### config.mk
export PLATFORM = sky130hd
export DESIGN_NAME = apw_top
export DESIGN_NICKNAME = d
export VERILOG_FILES = /design/src/rtl/apw_pkg.sv /design/src/rtl/apw_divider.sv /design/src/rtl/apw_err_duty.sv /design/src/rtl/apw_top.sv
export SDC_FILE = /design/constraint.sdc
export NUM_CORES = 1
export LEC_CHECK = 0
export ABC_CLOCK_PERIOD_IN_PS = 6750
export BUFFER_PORTS_ARGS = -buffer_cell sky130_fd_sc_hd__clkbuf_2
export CAP_MARGIN = 20
export CORE_ASPECT_RATIO = 2
export CORE_MARGIN = 2
export CORE_UTILIZATION = 50
export CTS_BUF_LIST = sky130_fd_sc_hd__clkbuf_8
export DETAILED_ROUTE_END_ITERATION = 12
export PLACE_DENSITY = 0.74
export SETUP_SLACK_MARGIN = 0.05
export SLEW_MARGIN = 20
export SYNTH_ARGS = -nofsm -noshare
export SYNTH_HDL_FRONTEND = slang
export SYNTH_SLANG_ARGS = --single-unit
### constraint.sdc
create_clock -name core_clk -period 6.75 [get_ports core_clk]
set_clock_uncertainty 0.15 [all_clocks]
set_input_delay 1.0125 -clock core_clk [delete_from_list [all_inputs] [get_ports core_clk]]
set_output_delay 1.0125 -clock core_clk [all_outputs]
set_load 0.02 [all_outputs]
### src/rtl/apw_pkg.sv
package apw_pkg;

    // System clock and angle/refresh timing.
    localparam int CLK_HZ = 10000000;
    localparam int CLK_PERIOD_NS = 100;
    localparam int ANGLE_UPDATE_PERIOD_NS = 1000;
    localparam int ANGLE_UPDATE_CYCLES = ANGLE_UPDATE_PERIOD_NS / CLK_PERIOD_NS;
    localparam int RESPONSE_NS = 10000;
    localparam int RESPONSE_CYCLES = RESPONSE_NS / CLK_PERIOD_NS;
    localparam int ZCD_REFRESH_NS = 32000;
    localparam int ZCD_REFRESH_CYCLES = ZCD_REFRESH_NS / CLK_PERIOD_NS;
    localparam int FIELD_REFRESH_NS = 128000;
    localparam int FIELD_REFRESH_CYCLES = FIELD_REFRESH_NS / CLK_PERIOD_NS;
    localparam int CAPTURE_MAX_NS = 125;
    localparam int CAPTURE_MAX_CYCLES = CAPTURE_MAX_NS / CLK_PERIOD_NS;

    // PWM geometry: one period is 4096 angle steps plus a 5% low and 5% high margin.
    localparam int ANGLE_W = 12;
    localparam int PWM_PERIOD_TICKS = 4551;
    localparam int PWM_CLAMP_LO_TICKS = 228;
    localparam int ERR_CODES = 12;
    localparam logic [12:0] PWM_TICKS_13 = 13'h11c7;

    // Carrier period in clocks is base + ((band unit + fine unit * fine) << band).
    localparam int PWM_BASE_CYCLES = 2800;
    localparam int PWM_BAND_UNIT = 400;
    localparam int PWM_FINE_UNIT = 25;

    // Reset values of the serial and shadow state.
    localparam logic [15:0] SERIAL_OUT_RST = 16'h0000;
    localparam logic [7:0] WRITE_ADR_RST = 8'h00;
    localparam logic [11:0] ZERO_OFFSET_RST = 12'h000;
    localparam logic [3:0] SPI_BITS = 4'hf;

    typedef enum logic [2:0] {
        APW_PWR_LOAD = 3'b001,
        APW_PWR_RUN = 3'b010,
        APW_PWR_IDLE = 3'b100
    } apw_pwr_t;

endpackage

### src/rtl/apw_divider.sv
`timescale 1ns/1ps
// Free-running divider giving a one-cycle enable every PERIOD clocks.
module apw_divider #(
    parameter int PERIOD = 10
) (
    input wire logic core_clk,
    input wire logic rstn,
    output logic tick
);
    localparam int W = (PERIOD > 1) ? $clog2(PERIOD) : 1;
    logic [W-1:0] cnt_r;

    always_ff @(posedge core_clk or negedge rstn) begin
        if (!rstn) begin
            cnt_r <= '0;
            tick <= 1'b0;
        end else if (cnt_r == W'(PERIOD - 1)) begin
            cnt_r <= '0;
            tick <= 1'b1;
        end else begin
            cnt_r <= cnt_r + 1'b1;
            tick <= 1'b0;
        end
    end
endmodule

### src/rtl/apw_err_duty.sv
`timescale 1ns/1ps
// Picks the highest-priority active error and its fixed duty in PWM ticks.
module apw_err_duty #(
    parameter int CODES = 12
) (
    input wire logic [CODES-1:0] err_vec,
    output logic err_any,
    output logic [12:0] err_high_ticks
);
    // Duty = 5% + 5.625% * priority index, in ticks of a 4551-tick period.
    function automatic logic [12:0] duty_of(input int idx);
        int t;
        begin
            t = (apw_pkg::PWM_PERIOD_TICKS * (800 + 900 * idx) + 8000) / 16000;
            duty_of = t[12:0];
        end
    endfunction

    always_comb begin
        err_any = |err_vec;
        err_high_ticks = 13'h0000;
        for (int i = CODES - 1; i >= 0; i--) begin
            if (err_vec[i]) begin
                err_high_ticks = duty_of(i);
            end
        end
    end
endmodule

### src/rtl/apw_top.sv
`timescale 1ns/1ps
// Functional notes
// - Duty 5% at zero up to 95%.
// - No constant level during normal angle output.
// - Rising edge fixed; falling edge tracks angle.
// - Errors reach pin only when enabled.
// - Error style 0 tristates the pin.
// - Error style 1 halves frequency, fixed duty.
// - Twelve priority error duties, 5% steps 5.625%.
// - PWM always uses 12-bit angle.
// - 128 carrier steps via band and fine.
// - SPI angle as 12-bit+flags or 15-bit.
// - Angle readout takes exactly sixteen clocks.
// - Angle registers reload every update period.
// - Processed angle is up to about 10 us old.
// - Incremental paths update only on change.
// - Chip-select fall captures data within 125 ns.
// - First shifted bit carries no payload.
// - Zero-crossing register refresh every 32 us.
// - Field-strength register refresh every 128 us.
// - Power-up reloads shadows, resets serial registers.
// - Power-up clears write address pointer.
module apw_top #(
    parameter int RESP_CYCLES = apw_pkg::RESPONSE_CYCLES
) (
    input wire logic core_clk,
    input wire logic rstn,
    input wire logic [14:0] raw_angle,
    input wire logic [11:0] raw_zcd,
    input wire logic [11:0] raw_field,
    input wire logic [11:0] ee_zero_offset,
    input wire logic [2:0] pwm_band,
    input wire logic [3:0] pwm_freq,
    input wire logic pwm_err_out_en,
    input wire logic pwm_err_style,
    input wire logic [11:0] err_vec,
    input wire logic [3:0] err_flags,
    input wire logic spi_sel_15b,
    input wire logic spi_cs_n,
    input wire logic spi_sclk_fall,
    input wire logic trim_wr,
    input wire logic [11:0] trim_wdata,
    input wire logic [7:0] write_adr_wdata,
    input wire logic write_adr_wr,
    output logic pwm_o,
    output logic pwm_oe,
    output logic spi_miso,
    output logic [14:0] angle_r,
    output logic inc_update,
    output logic [11:0] angle_zcd_r,
    output logic [11:0] field_r,
    output logic [11:0] zero_offset_r,
    output logic [7:0] write_adr_r,
    output logic ready
);
    logic upd_tick;
    logic zcd_tick;
    logic fld_tick;
    logic err_any;
    logic [12:0] err_ticks;
    apw_pkg::apw_pwr_t pwr_r;

    apw_divider #(.PERIOD(apw_pkg::ANGLE_UPDATE_CYCLES)) u_upd (
        .core_clk(core_clk),
        .rstn(rstn),
        .tick(upd_tick)
    );
    apw_divider #(.PERIOD(apw_pkg::ZCD_REFRESH_CYCLES)) u_zcd (
        .core_clk(core_clk),
        .rstn(rstn),
        .tick(zcd_tick)
    );
    apw_divider #(.PERIOD(apw_pkg::FIELD_REFRESH_CYCLES)) u_fld (
        .core_clk(core_clk),
        .rstn(rstn),
        .tick(fld_tick)
    );
    apw_err_duty #(.CODES(apw_pkg::ERR_CODES)) u_err (
        .err_vec(err_vec),
        .err_any(err_any),
        .err_high_ticks(err_ticks)
    );

    // Power-up: one cycle to copy EEPROM shadows, then run.
    always_ff @(posedge core_clk or negedge rstn) begin
        if (!rstn) begin
            pwr_r <= apw_pkg::APW_PWR_LOAD;
            ready <= 1'b0;
        end else begin
            case (pwr_r)
                apw_pkg::APW_PWR_LOAD: begin
                    pwr_r <= apw_pkg::APW_PWR_RUN;
                    ready <= 1'b1;
                end
                apw_pkg::APW_PWR_RUN: begin
                    pwr_r <= apw_pkg::APW_PWR_RUN;
                    ready <= 1'b1;
                end
                default: begin
                    pwr_r <= apw_pkg::APW_PWR_LOAD;
                    ready <= 1'b0;
                end
            endcase
        end
    end

    // Shadow trim is loaded from EEPROM at every power-up; runtime writes are volatile.
    always_ff @(posedge core_clk or negedge rstn) begin
        if (!rstn) begin
            zero_offset_r <= apw_pkg::ZERO_OFFSET_RST;
        end else if (pwr_r == apw_pkg::APW_PWR_LOAD) begin
            zero_offset_r <= ee_zero_offset;
        end else if (trim_wr) begin
            zero_offset_r <= trim_wdata;
        end
    end

    always_ff @(posedge core_clk or negedge rstn) begin
        if (!rstn) begin
            write_adr_r <= apw_pkg::WRITE_ADR_RST;
        end else if (write_adr_wr && ready) begin
            write_adr_r <= write_adr_wdata;
        end
    end

    // Latency line: the angle is sampled and held, so it ages by up to the front-end pipeline delay.
    // A counter holds one sample in flight, which gives the age without a deep shift array.
    logic [14:0] pipe_r;
    logic [$clog2(RESP_CYCLES+1)-1:0] age_r;
    logic pipe_vld_r;
    always_ff @(posedge core_clk or negedge rstn) begin
        if (!rstn) begin
            pipe_r <= 15'h0000;
            age_r <= '0;
            pipe_vld_r <= 1'b0;
        end else if (!pipe_vld_r) begin
            pipe_r <= raw_angle - {zero_offset_r, 3'h0};
            age_r <= '0;
            pipe_vld_r <= ready;
        end else if (age_r == ($clog2(RESP_CYCLES+1))'(RESP_CYCLES - apw_pkg::ANGLE_UPDATE_CYCLES)) begin
            age_r <= '0;
            pipe_vld_r <= 1'b0;
        end else begin
            age_r <= age_r + 1'b1;
        end
    end

    logic [14:0] aged_r;
    always_ff @(posedge core_clk or negedge rstn) begin
        if (!rstn) begin
            aged_r <= 15'h0000;
        end else if (pipe_vld_r && age_r == '0) begin
            aged_r <= pipe_r;
        end
    end

    always_ff @(posedge core_clk or negedge rstn) begin
        if (!rstn) begin
            angle_r <= 15'h0000;
            inc_update <= 1'b0;
        end else begin
            inc_update <= 1'b0;
            if (upd_tick) begin
                angle_r <= aged_r;
                inc_update <= (aged_r != angle_r);
            end
        end
    end

    always_ff @(posedge core_clk or negedge rstn) begin
        if (!rstn) begin
            angle_zcd_r <= 12'h000;
        end else if (zcd_tick) begin
            angle_zcd_r <= raw_zcd;
        end
    end

    always_ff @(posedge core_clk or negedge rstn) begin
        if (!rstn) begin
            field_r <= 12'h000;
        end else if (fld_tick) begin
            field_r <= raw_field;
        end
    end

    // Serial output. Capture on the first cycle chip select is seen low, well inside 125 ns.
    logic cs_n_d_r;
    logic [15:0] sh_r;
    logic [4:0] bit_cnt_r;
    always_ff @(posedge core_clk or negedge rstn) begin
        if (!rstn) begin
            cs_n_d_r <= 1'b1;
            sh_r <= apw_pkg::SERIAL_OUT_RST;
            bit_cnt_r <= 5'h00;
            spi_miso <= 1'b0;
        end else begin
            cs_n_d_r <= spi_cs_n;
            if (cs_n_d_r && !spi_cs_n) begin
                // The cleared spi_miso is the dead bit; payload follows it, and a zero pads the low end.
                if (spi_sel_15b) begin
                    sh_r <= {angle_r, 1'b0};
                end else begin
                    sh_r <= {angle_r[14:3], err_flags[3:1], 1'b0};
                end
                bit_cnt_r <= 5'h00;
                spi_miso <= 1'b0;
            end else if (!spi_cs_n && spi_sclk_fall && bit_cnt_r != 5'h10) begin
                spi_miso <= sh_r[15];
                sh_r <= {sh_r[14:0], 1'b0};
                bit_cnt_r <= bit_cnt_r + 1'b1;
            end
        end
    end

    // Carrier period in clocks, 128 settings; error style 1 doubles it (half frequency).
    logic mode_err_r;
    logic mode_tri_r;
    logic [12:0] high_r;
    logic [12:0] pcnt_r;
    logic [13:0] pcnt_sum;
    logic end_of_period;
    logic [17:0] base_per;
    logic [17:0] per_clk;
    logic [17:0] acc_r;
    logic [18:0] acc_sum;
    logic [18:0] acc_rem;
    logic [1:0] inc;
    assign base_per = 18'(apw_pkg::PWM_BASE_CYCLES)
        + (18'(apw_pkg::PWM_BAND_UNIT + apw_pkg::PWM_FINE_UNIT * int'(pwm_freq)) << pwm_band);
    assign per_clk = mode_err_r ? {base_per[16:0], 1'b0} : base_per;

    // Each clock adds a period's worth of ticks; the period never drops below 3200 clocks,
    // so at most two ticks fall in one clock and no division is needed.
    always_comb begin
        acc_sum = {1'b0, acc_r} + 19'(apw_pkg::PWM_PERIOD_TICKS);
        if (acc_sum >= {per_clk, 1'b0}) begin
            inc = 2'h2;
            acc_rem = acc_sum - {per_clk, 1'b0};
        end else if (acc_sum >= {1'b0, per_clk}) begin
            inc = 2'h1;
            acc_rem = acc_sum - {1'b0, per_clk};
        end else begin
            inc = 2'h0;
            acc_rem = acc_sum;
        end
    end
    assign pcnt_sum = {1'b0, pcnt_r} + 14'(inc);
    assign end_of_period = (pcnt_sum >= 14'(apw_pkg::PWM_PERIOD_TICKS));

    always_ff @(posedge core_clk or negedge rstn) begin
        if (!rstn) begin
            acc_r <= 18'h00000;
        end else begin
            acc_r <= acc_rem[17:0];
        end
    end

    always_ff @(posedge core_clk or negedge rstn) begin
        if (!rstn) begin
            pcnt_r <= 13'h0000;
            mode_err_r <= 1'b0;
            mode_tri_r <= 1'b0;
            high_r <= 13'(apw_pkg::PWM_CLAMP_LO_TICKS);
        end else if (end_of_period) begin
            pcnt_r <= 13'(pcnt_sum - 14'(apw_pkg::PWM_PERIOD_TICKS));
            // New mode and duty only take effect at the boundary.
            mode_tri_r <= pwm_err_out_en && err_any && !pwm_err_style;
            mode_err_r <= pwm_err_out_en && err_any && pwm_err_style;
            if (pwm_err_out_en && err_any && pwm_err_style) begin
                high_r <= err_ticks;
            end else begin
                // 228 + angle12 gives 5% at 0x000 and 95% at 0xfff.
                high_r <= 13'(apw_pkg::PWM_CLAMP_LO_TICKS) + {1'b0, angle_r[14:3]};
            end
        end else begin
            pcnt_r <= pcnt_sum[12:0];
        end
    end

    // Rising edge always at count 0; falling at high_r, which is never 0 or full period.
    always_ff @(posedge core_clk or negedge rstn) begin
        if (!rstn) begin
            pwm_o <= 1'b0;
            pwm_oe <= 1'b0;
        end else begin
            pwm_o <= (pcnt_r < high_r);
            pwm_oe <= ready && !mode_tri_r;
        end
    end
endmodule

Yosys cells after proc, flatten, opt, wreduce, memory -nomap -nowiden:

Index checks and enable logic that the tools add are counted.

* register bits: 200
* output and inout bits: 64
* logic and storage cells: 115

* $add $sub $neg: 14
* multiply operators: 1
* order comparisons: 4
* equal/unequal tests: 8
* shift-type cells: 1
* muxes and demuxes: 41
* reductions and logical operators: 17

Operator list (count)
* $mux W12: 14
* $mux W18: 3
* $sub A18 B18 Y18: 2
* $mux W16: 2
* $mux W13: 2
* $add A18 B13 Y19 const B: 1
* $ge A19 B18 Y1: 1
* $ge A19 B19 Y1: 1
* $add A13 B18 Y18 const A: 1
* $shl A10 B3 Y18: 1
* $ne A15 B15 Y1: 1
* $sub A15 B15 Y15: 1
* $add A13 B2 Y14: 1
* $ge A14 B13 Y1 const B: 1
* $mux W7: 2
* $add A8 B12 Y13 const A: 1
* $lt A13 B13 Y1: 1
* $sub A13 B13 Y13 const B: 1
* $reduce_or A12 Y1: 1
* $add A11 B1 Y11 const B: 1
* $eq A11 B11 Y1 const B: 1
* $mux W11: 1
* $add A9 B9 Y10 const A: 1
* $mux W1: 10
* other kinds (20): 34

Longest topological paths before layout:

Gate-level depths: netlist (run 1).

* depth in word-level cells: 13
* depth in mapped cells: 43

Cells and area by module:

A second synthesis (run 1) with hierarchy kept.

* cells, all modules: 1448
* area total of the unflattened synthesis: 13696.9 um2

By module, submodules not included
* apw_top: instances 1, cells an instance 1313, area an instance 12285.5 um2, seq. area each 4261.6 um2
* apw_divider at u_fld: instances 1, cells an instance 49, area an instance 564.3 um2, seq. area each 300.3 um2
* apw_divider at u_zcd: instances 1, cells an instance 37, area an instance 427.9 um2, seq. area each 250.2 um2
* apw_err_duty: instances 1, cells an instance 33, area an instance 222.7 um2, seq. area each 0.0 um2
* apw_divider at u_upd: instances 1, cells an instance 16, area an instance 196.4 um2, seq. area each 125.1 um2

Least setup slack after synthesis (run 1):

OpenSTA, ideal clock, no wires.

* path kind: input to register
* from: in pwm_freq[0]
* to: reg pcnt_r[7]
* library setup time: 0.128 ns
* arrival: 8.858 ns
* required time: 6.472 ns
* setup slack: -2.386 ns
* cell stages on the path: 40
* path buffers: 3
* cells stage by stage: ha_1 > inv_1 > fa_1 > inv_1 > ha_1 > fa_1 > mux4_1 > a2111oi_2 > a32o_2 > a22oi_1 > o21ai_2 > xnor2_1 > nand2_1 > o21ai_0 > ha_1 > clkbuf_1 > nand4_1 > or4_1 > (+4 left out) > nor2_1 > clkinv_1 > a21oi_1 > ha_1 > fa_1 > ha_1 > a21oi_1 > a21oi_1 > or2_2 > a21oi_1 > o21ai_0 > a21oi_1 > o31a_1 > o22a_1 > clkbuf_1 > clkbuf_1 > nor3b_1 > xnor2_1

* word-level cells in the longest chain between the ends: 11
* elaborated cells between the ends (all ways): 13
* classes of those cells: 4 x add/sub; 1 x mul; 3 x order compare; 1 x shift; 4 x mux

RTL lines
* from (decl): line apw_top.sv:33 `input wire logic [3:0] pwm_freq,`
* $mul A5 B4 Y9 (*): line apw_top.sv:229 `+ (18'(apw_pkg::PWM_BAND_UNIT + apw_pkg::PWM_FINE_UNIT * int'(pwm_freq)) << pwm_band);`
* $add A9 B9 Y10 (*): line apw_top.sv:229
* $shl A10 B3 Y18 (*): line apw_top.sv:229
* $add A13 B18 Y18 (*): line apw_top.sv:229
* $mux W18 (*): line apw_top.sv:230 `assign per_clk = mode_err_r ? {base_per[16:0], 1'b0} : base_per;`
* $ge A19 B18 Y1: line apw_top.sv:239 `end else if (acc_sum >= {1'b0, per_clk}) begin`
* $mux W1: line apw_top.sv:239
* $mux W2 (*): line apw_top.sv:236 `if (acc_sum >= {per_clk, 1'b0}) begin`
* $add A13 B2 Y14 (*): line apw_top.sv:247 `assign pcnt_sum = {1'b0, pcnt_r} + 14'(inc);`
* $sub A13 B13 Y13 or $ge A14 B13 Y1 (tied branches): line apw_top.sv:265, apw_top.sv:248
* $mux W13 (*): line apw_top.sv:264 `end else if (end_of_period) begin`
* to (signal assigned): line apw_top.sv:265 `pcnt_r <= 13'(pcnt_sum - 14'(apw_pkg::PWM_PERIOD_TICKS));`
* to (signal assigned): line apw_top.sv:276 `pcnt_r <= pcnt_sum[12:0];`
* to (decl): line apw_top.sv:219 `logic [12:0] pcnt_r;`

Mark *: on every way between the ends. The rest lies on a longest branch, timed or not.
A chain may end at the register's enable or synchronous reset.

Worst setup path in the final report (run 1):

* from: in pwm_freq[3]
* to: reg pcnt_r[7]

Same word-level chain as after synthesis.

==> results of run 1 <==
==> what timing repair did <==
| item | CTS | global route |
|---|---|---|
| pin swaps | 20 | 11 |
| endpoints found under the hold margin | 0 | 0 |
| endpoints found under the setup margin | 28 | 29 |
| gates resized for setup | 45 | 16 |
| buffers inserted | 14 | 2 |
==> flip-flops by register name, summed over array words and instances, names as in the netlist, 12 cells and up <==
name and flops:
acc_r 18, aged_r 15, angle_r 15, pipe_r 15, sh_r 15, high_r 13
pcnt_r 13, angle_zcd_r 12, field_r 12, zero_offset_r 12
==> critical path: cells and delay by family <==
family / cells / cell delay [ns]
adders and majority gates: 9 / 2.63
AOI/OAI and AO/OA: 15 / 2.22
and+or+nand+nor: 7 / 1.07
buffers and inverters: 7 / 0.73
muxes: 1 / 0.52
xor gates and xnor gates: 2 / 0.22
==> layout make-up <==
cell class / instances / share of cell area, %
clock buffers: 19 / 1.54
clock inverters: 12 / 0.656
diodes: 1 / 0.0148
flip-flops and latches: 197 / 29.1
well taps: 344 / 2.54
multi-input cells: 1070 / 48.5
repair buffers: 405 / 16.0
inverters: 78 / 1.73
==> routing by layer <==
layer	global-route usage [%]	routed length [µm]	up-vias
li1	-	-	5718
met4	21.1	2960	0
met5	0	0	-
met1	24.1	11900	5830
met3	4.57	1680	178
met2	55.2	21200	407
==> placed cells by master, fill, tap and decap left out, types with 10 or more instances in the layout <==
cell        n
a21o_1     24
a21oi_1    61
a21oi_2    10
a31oi_1    11
and3_1     13
buf_4     236
clkbuf_2  162
clkbuf_8   21
dfrtp_1   191
ha_1       64
inv_1      71
mux2_2     69
mux2i_1    41
nand2_1   116
nand2b_1   18
nand3_1    45
nand4_1    16
nor2_1     96
nor2b_1    19
nor3_1     16
o21a_1     16
o21ai_0    77
o31ai_1    11
xnor2_1    72
xor2_1     48
==> worst paths after layout <==
check,from,end,cells past startpoint
max,pwm_freq[3],pcnt_r[7],41
min,mode_tri_r,pwm_oe,1
max reg2reg,mode_err_r,high_r[7],34
min reg2reg,mode_tri_r,pwm_oe,1
max in group asynchronous,rstn,pipe_r[10],2
min in group asynchronous,rstn,u_fld.cnt_r[3],1
==> power by group <==
group	internal [W]	switching [W]
combinational	0.00253	0.00272
sequential	0.00137	0.000203
clock	0.000286	0.000438
==> synthesized netlist by cell type (8+ instances only) <==
cell type / number / share of area (%)
a211oi_1: 11 / 0.62
a21o_1: 24 / 1.4
a21oi_1: 71 / 2.7
a22oi_1: 8 / 0.45
a31oi_1: 13 / 0.61
and2_1: 8 / 0.38
and3_1: 13 / 0.61
buf_2: 8 / 0.30
clkbuf_1: 35 / 0.99
dfrtp_1: 191 / 36
ha_1: 73 / 6.9
inv_1: 75 / 2.1
mux2_2: 69 / 5.9
mux2i_1: 42 / 3.2
nand2_1: 119 / 3.4
nand2b_1: 18 / 0.85
nand3_1: 46 / 1.7
nand4_1: 16 / 0.75
nor2_1: 100 / 2.8
nor2b_1: 20 / 0.94
nor3_1: 17 / 0.64
nor3b_1: 9 / 0.51
o211ai_1: 9 / 0.51
o21a_1: 16 / 0.91
o21ai_0: 86 / 3.2
o31ai_1: 12 / 0.68
or2_2: 9 / 0.42
or3_1: 8 / 0.38
xnor2_1: 73 / 4.8
xor2_1: 51 / 3.4
==> per-stage QoR <==
stage	setup TNS, ns	hold slack, ns	cell area [µm²]
CTS	-33.87	0.287	16900
floorplan	-41.65	0.247	13500
global route	-45.23	0.320	17000
global placement	-53.29	0.270	16200
finish	-36.96	0.288	17000
detailed placement	-56.42	0.277	16200
==> cells by family (layout without fill, tap and decap cells) <==
family / count (synthesis) / in the layout / share of synthesized area (%)
multiplexers: 118 / 118 / 10.2
AND/OR/NAND/NOR: 413 / 413 / 15.3
AO/OA/AOI/OAI: 329 / 329 / 16.6
adder cells (fa/ha/maj): 86 / 86 / 8.33
buffers and inverters: 133 / 514 / 4.18
flip-flops: 197 / 197 / 37.2
XOR/XNOR: 124 / 124 / 8.19
other: 0 / 1 / 0
==> results.json, run 1 <==
{
  "outcome": "finished with violations",
  "failed_checks": "negative setup slack",
  "rsz0062_at_grt": "yes",
  "viasPerCell": 5.71,
  "finalHoldViolCount": 0,
  "yosysWarnings": 0,
  "track_usage_pct": 27.8,
  "avgSynthCellArea_um2": 9.47,
  "pre_cts_ws_ns": -2.17,
  "clock_latency_ns": 0.49,
  "gp_congestion": 0.968,
  "io_buffers": 165,
  "dr.pass1.iters": 6,
  "dp_hpwl_um": 29900,
  "worstMarginPinSlew_ns": 1.00,
  "drtIter0Drc": 558,
  "grt_pass1_vias": 13000,
  "grt_pass1_wl_um": 61200,
  "num_vias": 12100,
  "synth_nets": 1582,
  "hold_path.class": "reg2reg",
  "min_period_ns": 8.19,
  "cts_buffers": 17,
  "final_cells": 2126,
  "antenna_found_initial": 1,
  "fin_nets": 1951,
  "cp-end-kind": "flop",
  "antenna_left": 0,
  "wire_per_inst_um": 17.8,
  "powerDensity_mw_per_mm2": 445,
  "synthDistinctLibCells": 94,
  "syn_inst": 1400,
  "cts_max_path_buffers": 2,
  "slew_headroom_pct": 33.0,
  "hold_buffers": 0,
  "finalPower_w": 0.00754,
  "multi_input_area_mm2": 0.00822,
  "cts_tree": "built",
  "synth_async_sr_flop_share_pct": 100,
  "cp-start-kind": "input port",
  "cts.sinks": 197,
  "vdd_drop_max_v": 0.000252,
  "grt_start_max_net_pins": 107,
  "arrival_ns": 8.45,
  "die_w_um": 119,
  "clkSlewWorstSetupHoldPaths_ns": 0.10,
  "slew_violations": 0,
  "setup_ws_ns": -1.44,
  "routed_wl_um": 37800,
  "maxCapViolCount": 0,
  "syn2layout_area_growth_pct": 27.9,
  "overflow": 0,
  "p_leak_nw": 8.03,
  "core_area_mm2": 0.0262,
  "required_ns": 7.01,
  "dp.cells": 2078,
  "critical-path-max-stage-delay_ns": 0.57,
  "period_share_pct": 121,
  "drc": 0,
  "fillers": 2148,
  "setup_viol": 28,
  "dieHeight_um": 234,
  "ys_seq_area_share_pct": 37.2,
  "crit_slowest_cell": "fa_2",
  "clock-root-buffer": "clkbuf_8",
  "ys_ff_latch": 197,
  "final_core_util_pct": 64.8,
  "syn_area_mm2": 0.0133,
  "layout-drive-gt1-share_pct": 35.0,
  "synthFlopType": "dfrtp_1",
  "dieArea_mm2": 0.0279,
  "htree_levels": 4,
  "io-pin-count": 167,
  "synth_edf_count": 0,
  "fp-row-count": 84,
  "ff_latch_area_mm2": 0.00494,
  "crit_fanout": 7,
  "r2r_setup_slack_ns": -0.49,
  "fmax_ghz": 0.122,
  "initial_core_util_pct": 50.7,
  "critical_path_class": "in2reg"
}
Note: power is estimated with default switching activity, not from simulation.
==> inputs of run 2 (changes only) <==
CORE_ASPECT_RATIO = unset   (was 2)
SETUP_SLACK_MARGIN = 0.4   (was 0.05)
==> run 2 against run 1 <==
  * The run still ends with negative setup slack left
  * Maximum frequency fell by 0.15%
  * Sequential power barely moved
  * Global-route usage fell by 4.4 points
  * Die area fell by 0.28%
  * Sequential cell count did not move
  * Non-clock buffer count fell by 10
  * Combinational power fell by 1%
  * First-iteration DRC count rose by 33%
  * Critical endpoint is now pcnt_r[3]
  * Largest power group unchanged
==> results.json, run 2 (synthesis results as in run 1) <==
{
  "cp-end-kind": "flop",
  "arrival_ns": 8.42,
  "gp_congestion": 0.909,
  "overflow": 0,
  "slew_headroom_pct": 39.9,
  "setup_ws_ns": -1.45,
  "clock_latency_ns": 0.49,
  "cts.sinks": 197,
  "diodes": 0,
  "setup_viol": 28,
  "core_area_mm2": 0.0261,
  "wire_per_inst_um": 16.0,
  "regMostFlops": "acc_r",
  "required_ns": 6.97,
  "fin_tns_setup_ns": -37.19,
  "period_share_pct": 122,
  "grt_pass1_vias": 11500,
  "path_buf_inv": 9,
  "io-pin-count": 167,
  "clock-root-buffer": "clkbuf_8",
  "cts_buffers": 17,
  "min_period_ns": 8.20,
  "drc": 0,
  "finalHoldViolCount": 0,
  "largest_register_ffs": 18,
  "fin_area_mm2": 0.0172,
  "dp_hpwl_um": 24400,
  "num_vias": 11700,
  "final_cells": 2107,
  "io_buffers": 165,
  "dieHeight_um": 167,
  "crit_fanout": 7,
  "vdd_drop_max_v": 0.000285,
  "syn2layout_area_growth_pct": 30.1,
  "layout-drive-gt1-share_pct": 36.1,
  "fmax_ghz": 0.122,
  "outcome": "finished with violations",
  "hold_buffers": 0,
  "maxCapViolCount": 0,
  "cp_common_cell": "buf_4",
  "worstMarginPinSlew_ns": 0.901,
  "rsz0062_at_grt": "yes",
  "antenna_left": 0,
  "slew_violations": 0,
  "cts_max_path_buffers": 2,
  "grt_pass1_wl_um": 54800,
  "finalPower_w": 0.00761,
  "viasPerCell": 5.57,
  "critical-path-max-stage-delay_ns": 0.50,
  "antenna_found_initial": 0,
  "powerDensity_mw_per_mm2": 441,
  "die_w_um": 167,
  "fin_nets": 1941,
  "routed_wl_um": 33700,
  "postPlaceCellArea_mm2": 0.0159,
  "track_usage_pct": 23.4,
  "initial_core_util_pct": 50.9,
  "dieArea_mm2": 0.0278,
  "dp.cells": 2043,
  "hold_path.class": "in2async",
  "drtIter0Drc": 744,
  "mostFrequentLayoutCells": "buf_4 (210), dfrtp_1 (191), clkbuf_2 (161)",
  "critical_path_class": "in2reg",
  "clkSlewWorstSetupHoldPaths_ns": 0.13,
  "fp-row-count": 59,
  "dr.pass1.iters": 8,
  "crit_family": "compound AO/OA/AOI/OAI gates",
  "grt_start_max_net_pins": 123,
  "htree_levels": 4,
  "cp-start-kind": "input port",
  "failed_checks": "negative setup slack",
  "whs_ns": 0.280,
  "crit_slowest_cell": "fa_2",
  "cts_tree": "built",
  "layout_commonest_cell": "buf_4",
  "p_leak_nw": 8.10
}
## run 2: what timing repair did
action                                  in CTS  in global routing
setup buffers                               17                 11
cloned                                       3                  0
pin swaps                                   24                 25
resized for setup                           66                 60
endpoints found under the setup margin      29                 36
## run 2: final timing paths
| check | start | endpoint | slack [ns] | cells after the start |
|---|---|---|---|---|
| max | pwm_freq[2] | pcnt_r[3] | -1.45 | 41 |
| min | rstn | pcnt_r[9] | 0.28 | 1 |
| max reg2reg | mode_err_r | pcnt_r[3] | -0.12 | 36 |
| min reg2reg | u_fld.cnt_r[4] | u_fld.cnt_r[4] | 0.32 | 1 |
| max in group asynchronous | rstn | sh_r[1] | 4.45 | 3 |
| min in group core_clk | u_fld.cnt_r[4] | u_fld.cnt_r[4] | 0.32 | 1 |
## run 2: routing by layer
layer  wire (µm)  GRT usage, %  vias to the layer above  share of wire [%]
met4         639          5.81                        0                1.9
met1       15000          31.4                     5657                 45
li1            -             -                     5710                  -
met5           0             0                        -                  0
met2       16600          39.9                      303                 49
met3        1430          3.49                       57                4.2
## run 2: per-stage QoR
stage | utilization (%) | worst slack, ns
after floorplan | - | -1.68
after global placement | 61.2 | -1.76
after detailed placement | 61.2 | -2.00
after CTS | 64.7 | -1.22
after global routing | 66.2 | -1.78
final | 66.2 | -1.45
## run 2: layout make-up
type / count / area, µm²
fill: 1997 / 8810
tap: 335 / 419
clock buffer: 17 / 234
sequential: 197 / 4940
inverter: 78 / 297
multi-input combinational: 1070 / 8370
timing repair buffer: 395 / 2770
clock inverter: 15 / 220
## run 2: power breakdown
part,internal [W],total [W],switching (W)
registers,0.00137,0.00157,0.000199
clock network,0.000331,0.000840,0.000509
logic,0.00258,0.00520,0.00262
==> inputs of run 3 (changes only) <==
PLACE_DENSITY = 0.8   (was 0.74)
==> run 3 against run 2 <==
  * The run still ends with negative setup slack left
  * Clock power increased by 0.6%
  * Critical path type unchanged
  * Global-route usage grew 3.2 points
  * Sequential cell count stayed put
  * Sequential power hardly changed
==> results.json, run 3 (synthesis results as in run 1) <==
{
  "cp-start-kind": "input port",
  "hold_start": "u_fld.cnt_r[6]",
  "htree_levels": 4,
  "failed_checks": "negative setup slack",
  "min_period_ns": 8.51,
  "overflow": 0,
  "wire_per_inst_um": 17.9,
  "top_usage_layer": "met2",
  "drtIter0Drc": 1099,
  "r2r_start": "mode_err_r",
  "layout-drive-gt1-share_pct": 38.2,
  "gr-usage-met1_pct": 32.0,
  "clkSlewWorstSetupHoldPaths_ns": 0.13,
  "dieArea_mm2": 0.0278,
  "hold_depth": 1,
  "setup_ws_ns": -1.76,
  "critical-path-max-stage-delay_ns": 0.57,
  "layout_commonest_cell": "buf_4",
  "clock_latency_ns": 0.51,
  "core_area_mm2": 0.0261,
  "clock-root-buffer": "clkbuf_8",
  "antenna_found_initial": 0,
  "maxCapViolCount": 0,
  "fin_nets": 1984,
  "slew_violations": 0,
  "powerDensity_mw_per_mm2": 462,
  "arrival_ns": 8.78,
  "cp_common_cell": "ha_4",
  "p_leak_nw": 8.38,
  "rr_worst_depth": 35,
  "syn2layout_area_growth_pct": 33.8,
  "crit_fanout": 7,
  "drc": 0,
  "largest_register_ffs": 18,
  "dp_hpwl_um": 25400,
  "grt_pass1_vias": 12900,
  "routed_wl_um": 38500,
  "fmax_ghz": 0.118,
  "diodes": 0,
  "period_share_pct": 126,
  "required_ns": 7.02,
  "initial_core_util_pct": 50.9,
  "finalHoldViolCount": 0,
  "hold_buffers": 0,
  "vdd_drop_max_v": 0.000283,
  "cp-startpoint": "pwm_freq[3]",
  "antenna_left": 0,
  "cts_tree": "built",
  "fp-row-count": 59,
  "final_cells": 2150,
  "die_w_um": 167,
  "cts.sinks": 197,
  "track_usage_pct": 26.6,
  "dr.pass1.iters": 7,
  "grt_start_max_net_pins": 135,
  "slew_headroom_pct": 34.4,
  "dp.cells": 2047,
  "mostFrequentLayoutCells": "buf_4 (240), dfrtp_1 (191), clkbuf_2 (162)",
  "viasPerCell": 5.89,
  "cts_buffers": 17,
  "regMostFlops": "acc_r",
  "worstMarginPinSlew_ns": 0.983,
  "grt.met3_usage_pct": 4.82,
  "setup_viol": 29,
  "gp_congestion": 0.924,
  "outcome": "finished with violations",
  "crit_slowest_cell": "fa_2",
  "met2_usage_pct": 46.3,
  "hold_path.class": "reg2reg",
  "critical_path_class": "in2reg",
  "cp-end-kind": "flop",
  "cts_max_path_buffers": 2,
  "io_buffers": 165,
  "grt_pass1_wl_um": 61600,
  "final_core_util_pct": 68.1,
  "rsz0062_at_grt": "yes",
  "num_vias": 12700,
  "dieHeight_um": 167,
  "io-pin-count": 167,
  "fillers": 1833
}
[run 3: changes by cell type in the layout (fill, tap and decap cells not counted), sizes merged]
cell / previous run / this run
buf: 233 / 273
inv: 83 / 87
clkbuf: 179 / 182
clkinv: 9 / 6
bufinv: 1 / 0
[run 3: timing repair]
item / in CTS / in global routing
resized for setup: 70 / 84
pin swaps: 32 / 22
gates cloned: 1 / 2
setup buffers: 54 / 14
setup endpoints to repair: 28 / 45
[run 3: path summary, 6_finish.rpt]
path                            slack (ns)             end
worst max-delay path                 -1.76       pcnt_r[3]
worst min-delay path                  0.33  u_fld.cnt_r[6]
worst max register to register       -0.39       pcnt_r[3]
worst min register to register        0.33  u_fld.cnt_r[6]
max in group asynchronous             4.60        acc_r[1]
min in group asynchronous             0.46      pipe_r[14]
[run 3: layout make-up]
| type | instances | area (µm²) | share of cell area (%) |
|---|---|---|---|
| clock buffer | 17 | 234 | 1.32 |
| clock inverter | 15 | 229 | 1.29 |
| inverter | 78 | 294 | 1.66 |
| multi-input combinational | 1070 | 8490 | 47.9 |
| sequential | 197 | 4940 | 27.8 |
| tap | 335 | 419 | 2.36 |
| timing repair buffer | 438 | 3130 | 17.6 |
[run 3: per-stage QoR]
| stage | power, W | TNS [ns] | setup slack, ns | hold WS, ns | area, µm² |
|---|---|---|---|---|---|
| 2_1_floorplan | 0.00456 | -41.65 | -1.68 | 0.247 | 13500 |
| 3_3_place_gp | 0.00609 | -45.10 | -1.81 | 0.306 | 16000 |
| 3_5_place_dp | 0.00623 | -53.80 | -2.15 | 0.320 | 16000 |
| 4_1_cts | 0.00751 | -36.03 | -1.42 | 0.340 | 17200 |
| 5_1_grt | 0.00869 | -52.98 | -2.02 | 0.352 | 17700 |
| 6_report | 0.00819 | -45.02 | -1.76 | 0.333 | 17700 |
[run 3: per-layer routing]
layer  routed length (µm)  vias up
met1                15000     6075
met3                 2620      166
met4                 1790        0
met2                19100      630
met5                    0        -
li1                     -     5803
[run 3: worst max-delay path, delay by kind of cell]
kind	cells	cell delay [ns]
multiplexers	1	0.51
buffers and inverters	6	0.60
XOR/XNOR	2	0.28
adder cells (fa/ha/maj)	9	2.64
AND/OR/NAND/NOR	7	1.05
AO/OA/AOI/OAI	17	2.64
[run 3: report_power, final]
| group | leakage (nW) | internal [W] | switching [W] |
|---|---|---|---|
| logic | 5.77 | 0.00278 | 0.00298 |
| clock network | 0.229 | 0.000312 | 0.000534 |
| registers | 2.39 | 0.00137 | 0.000217 |
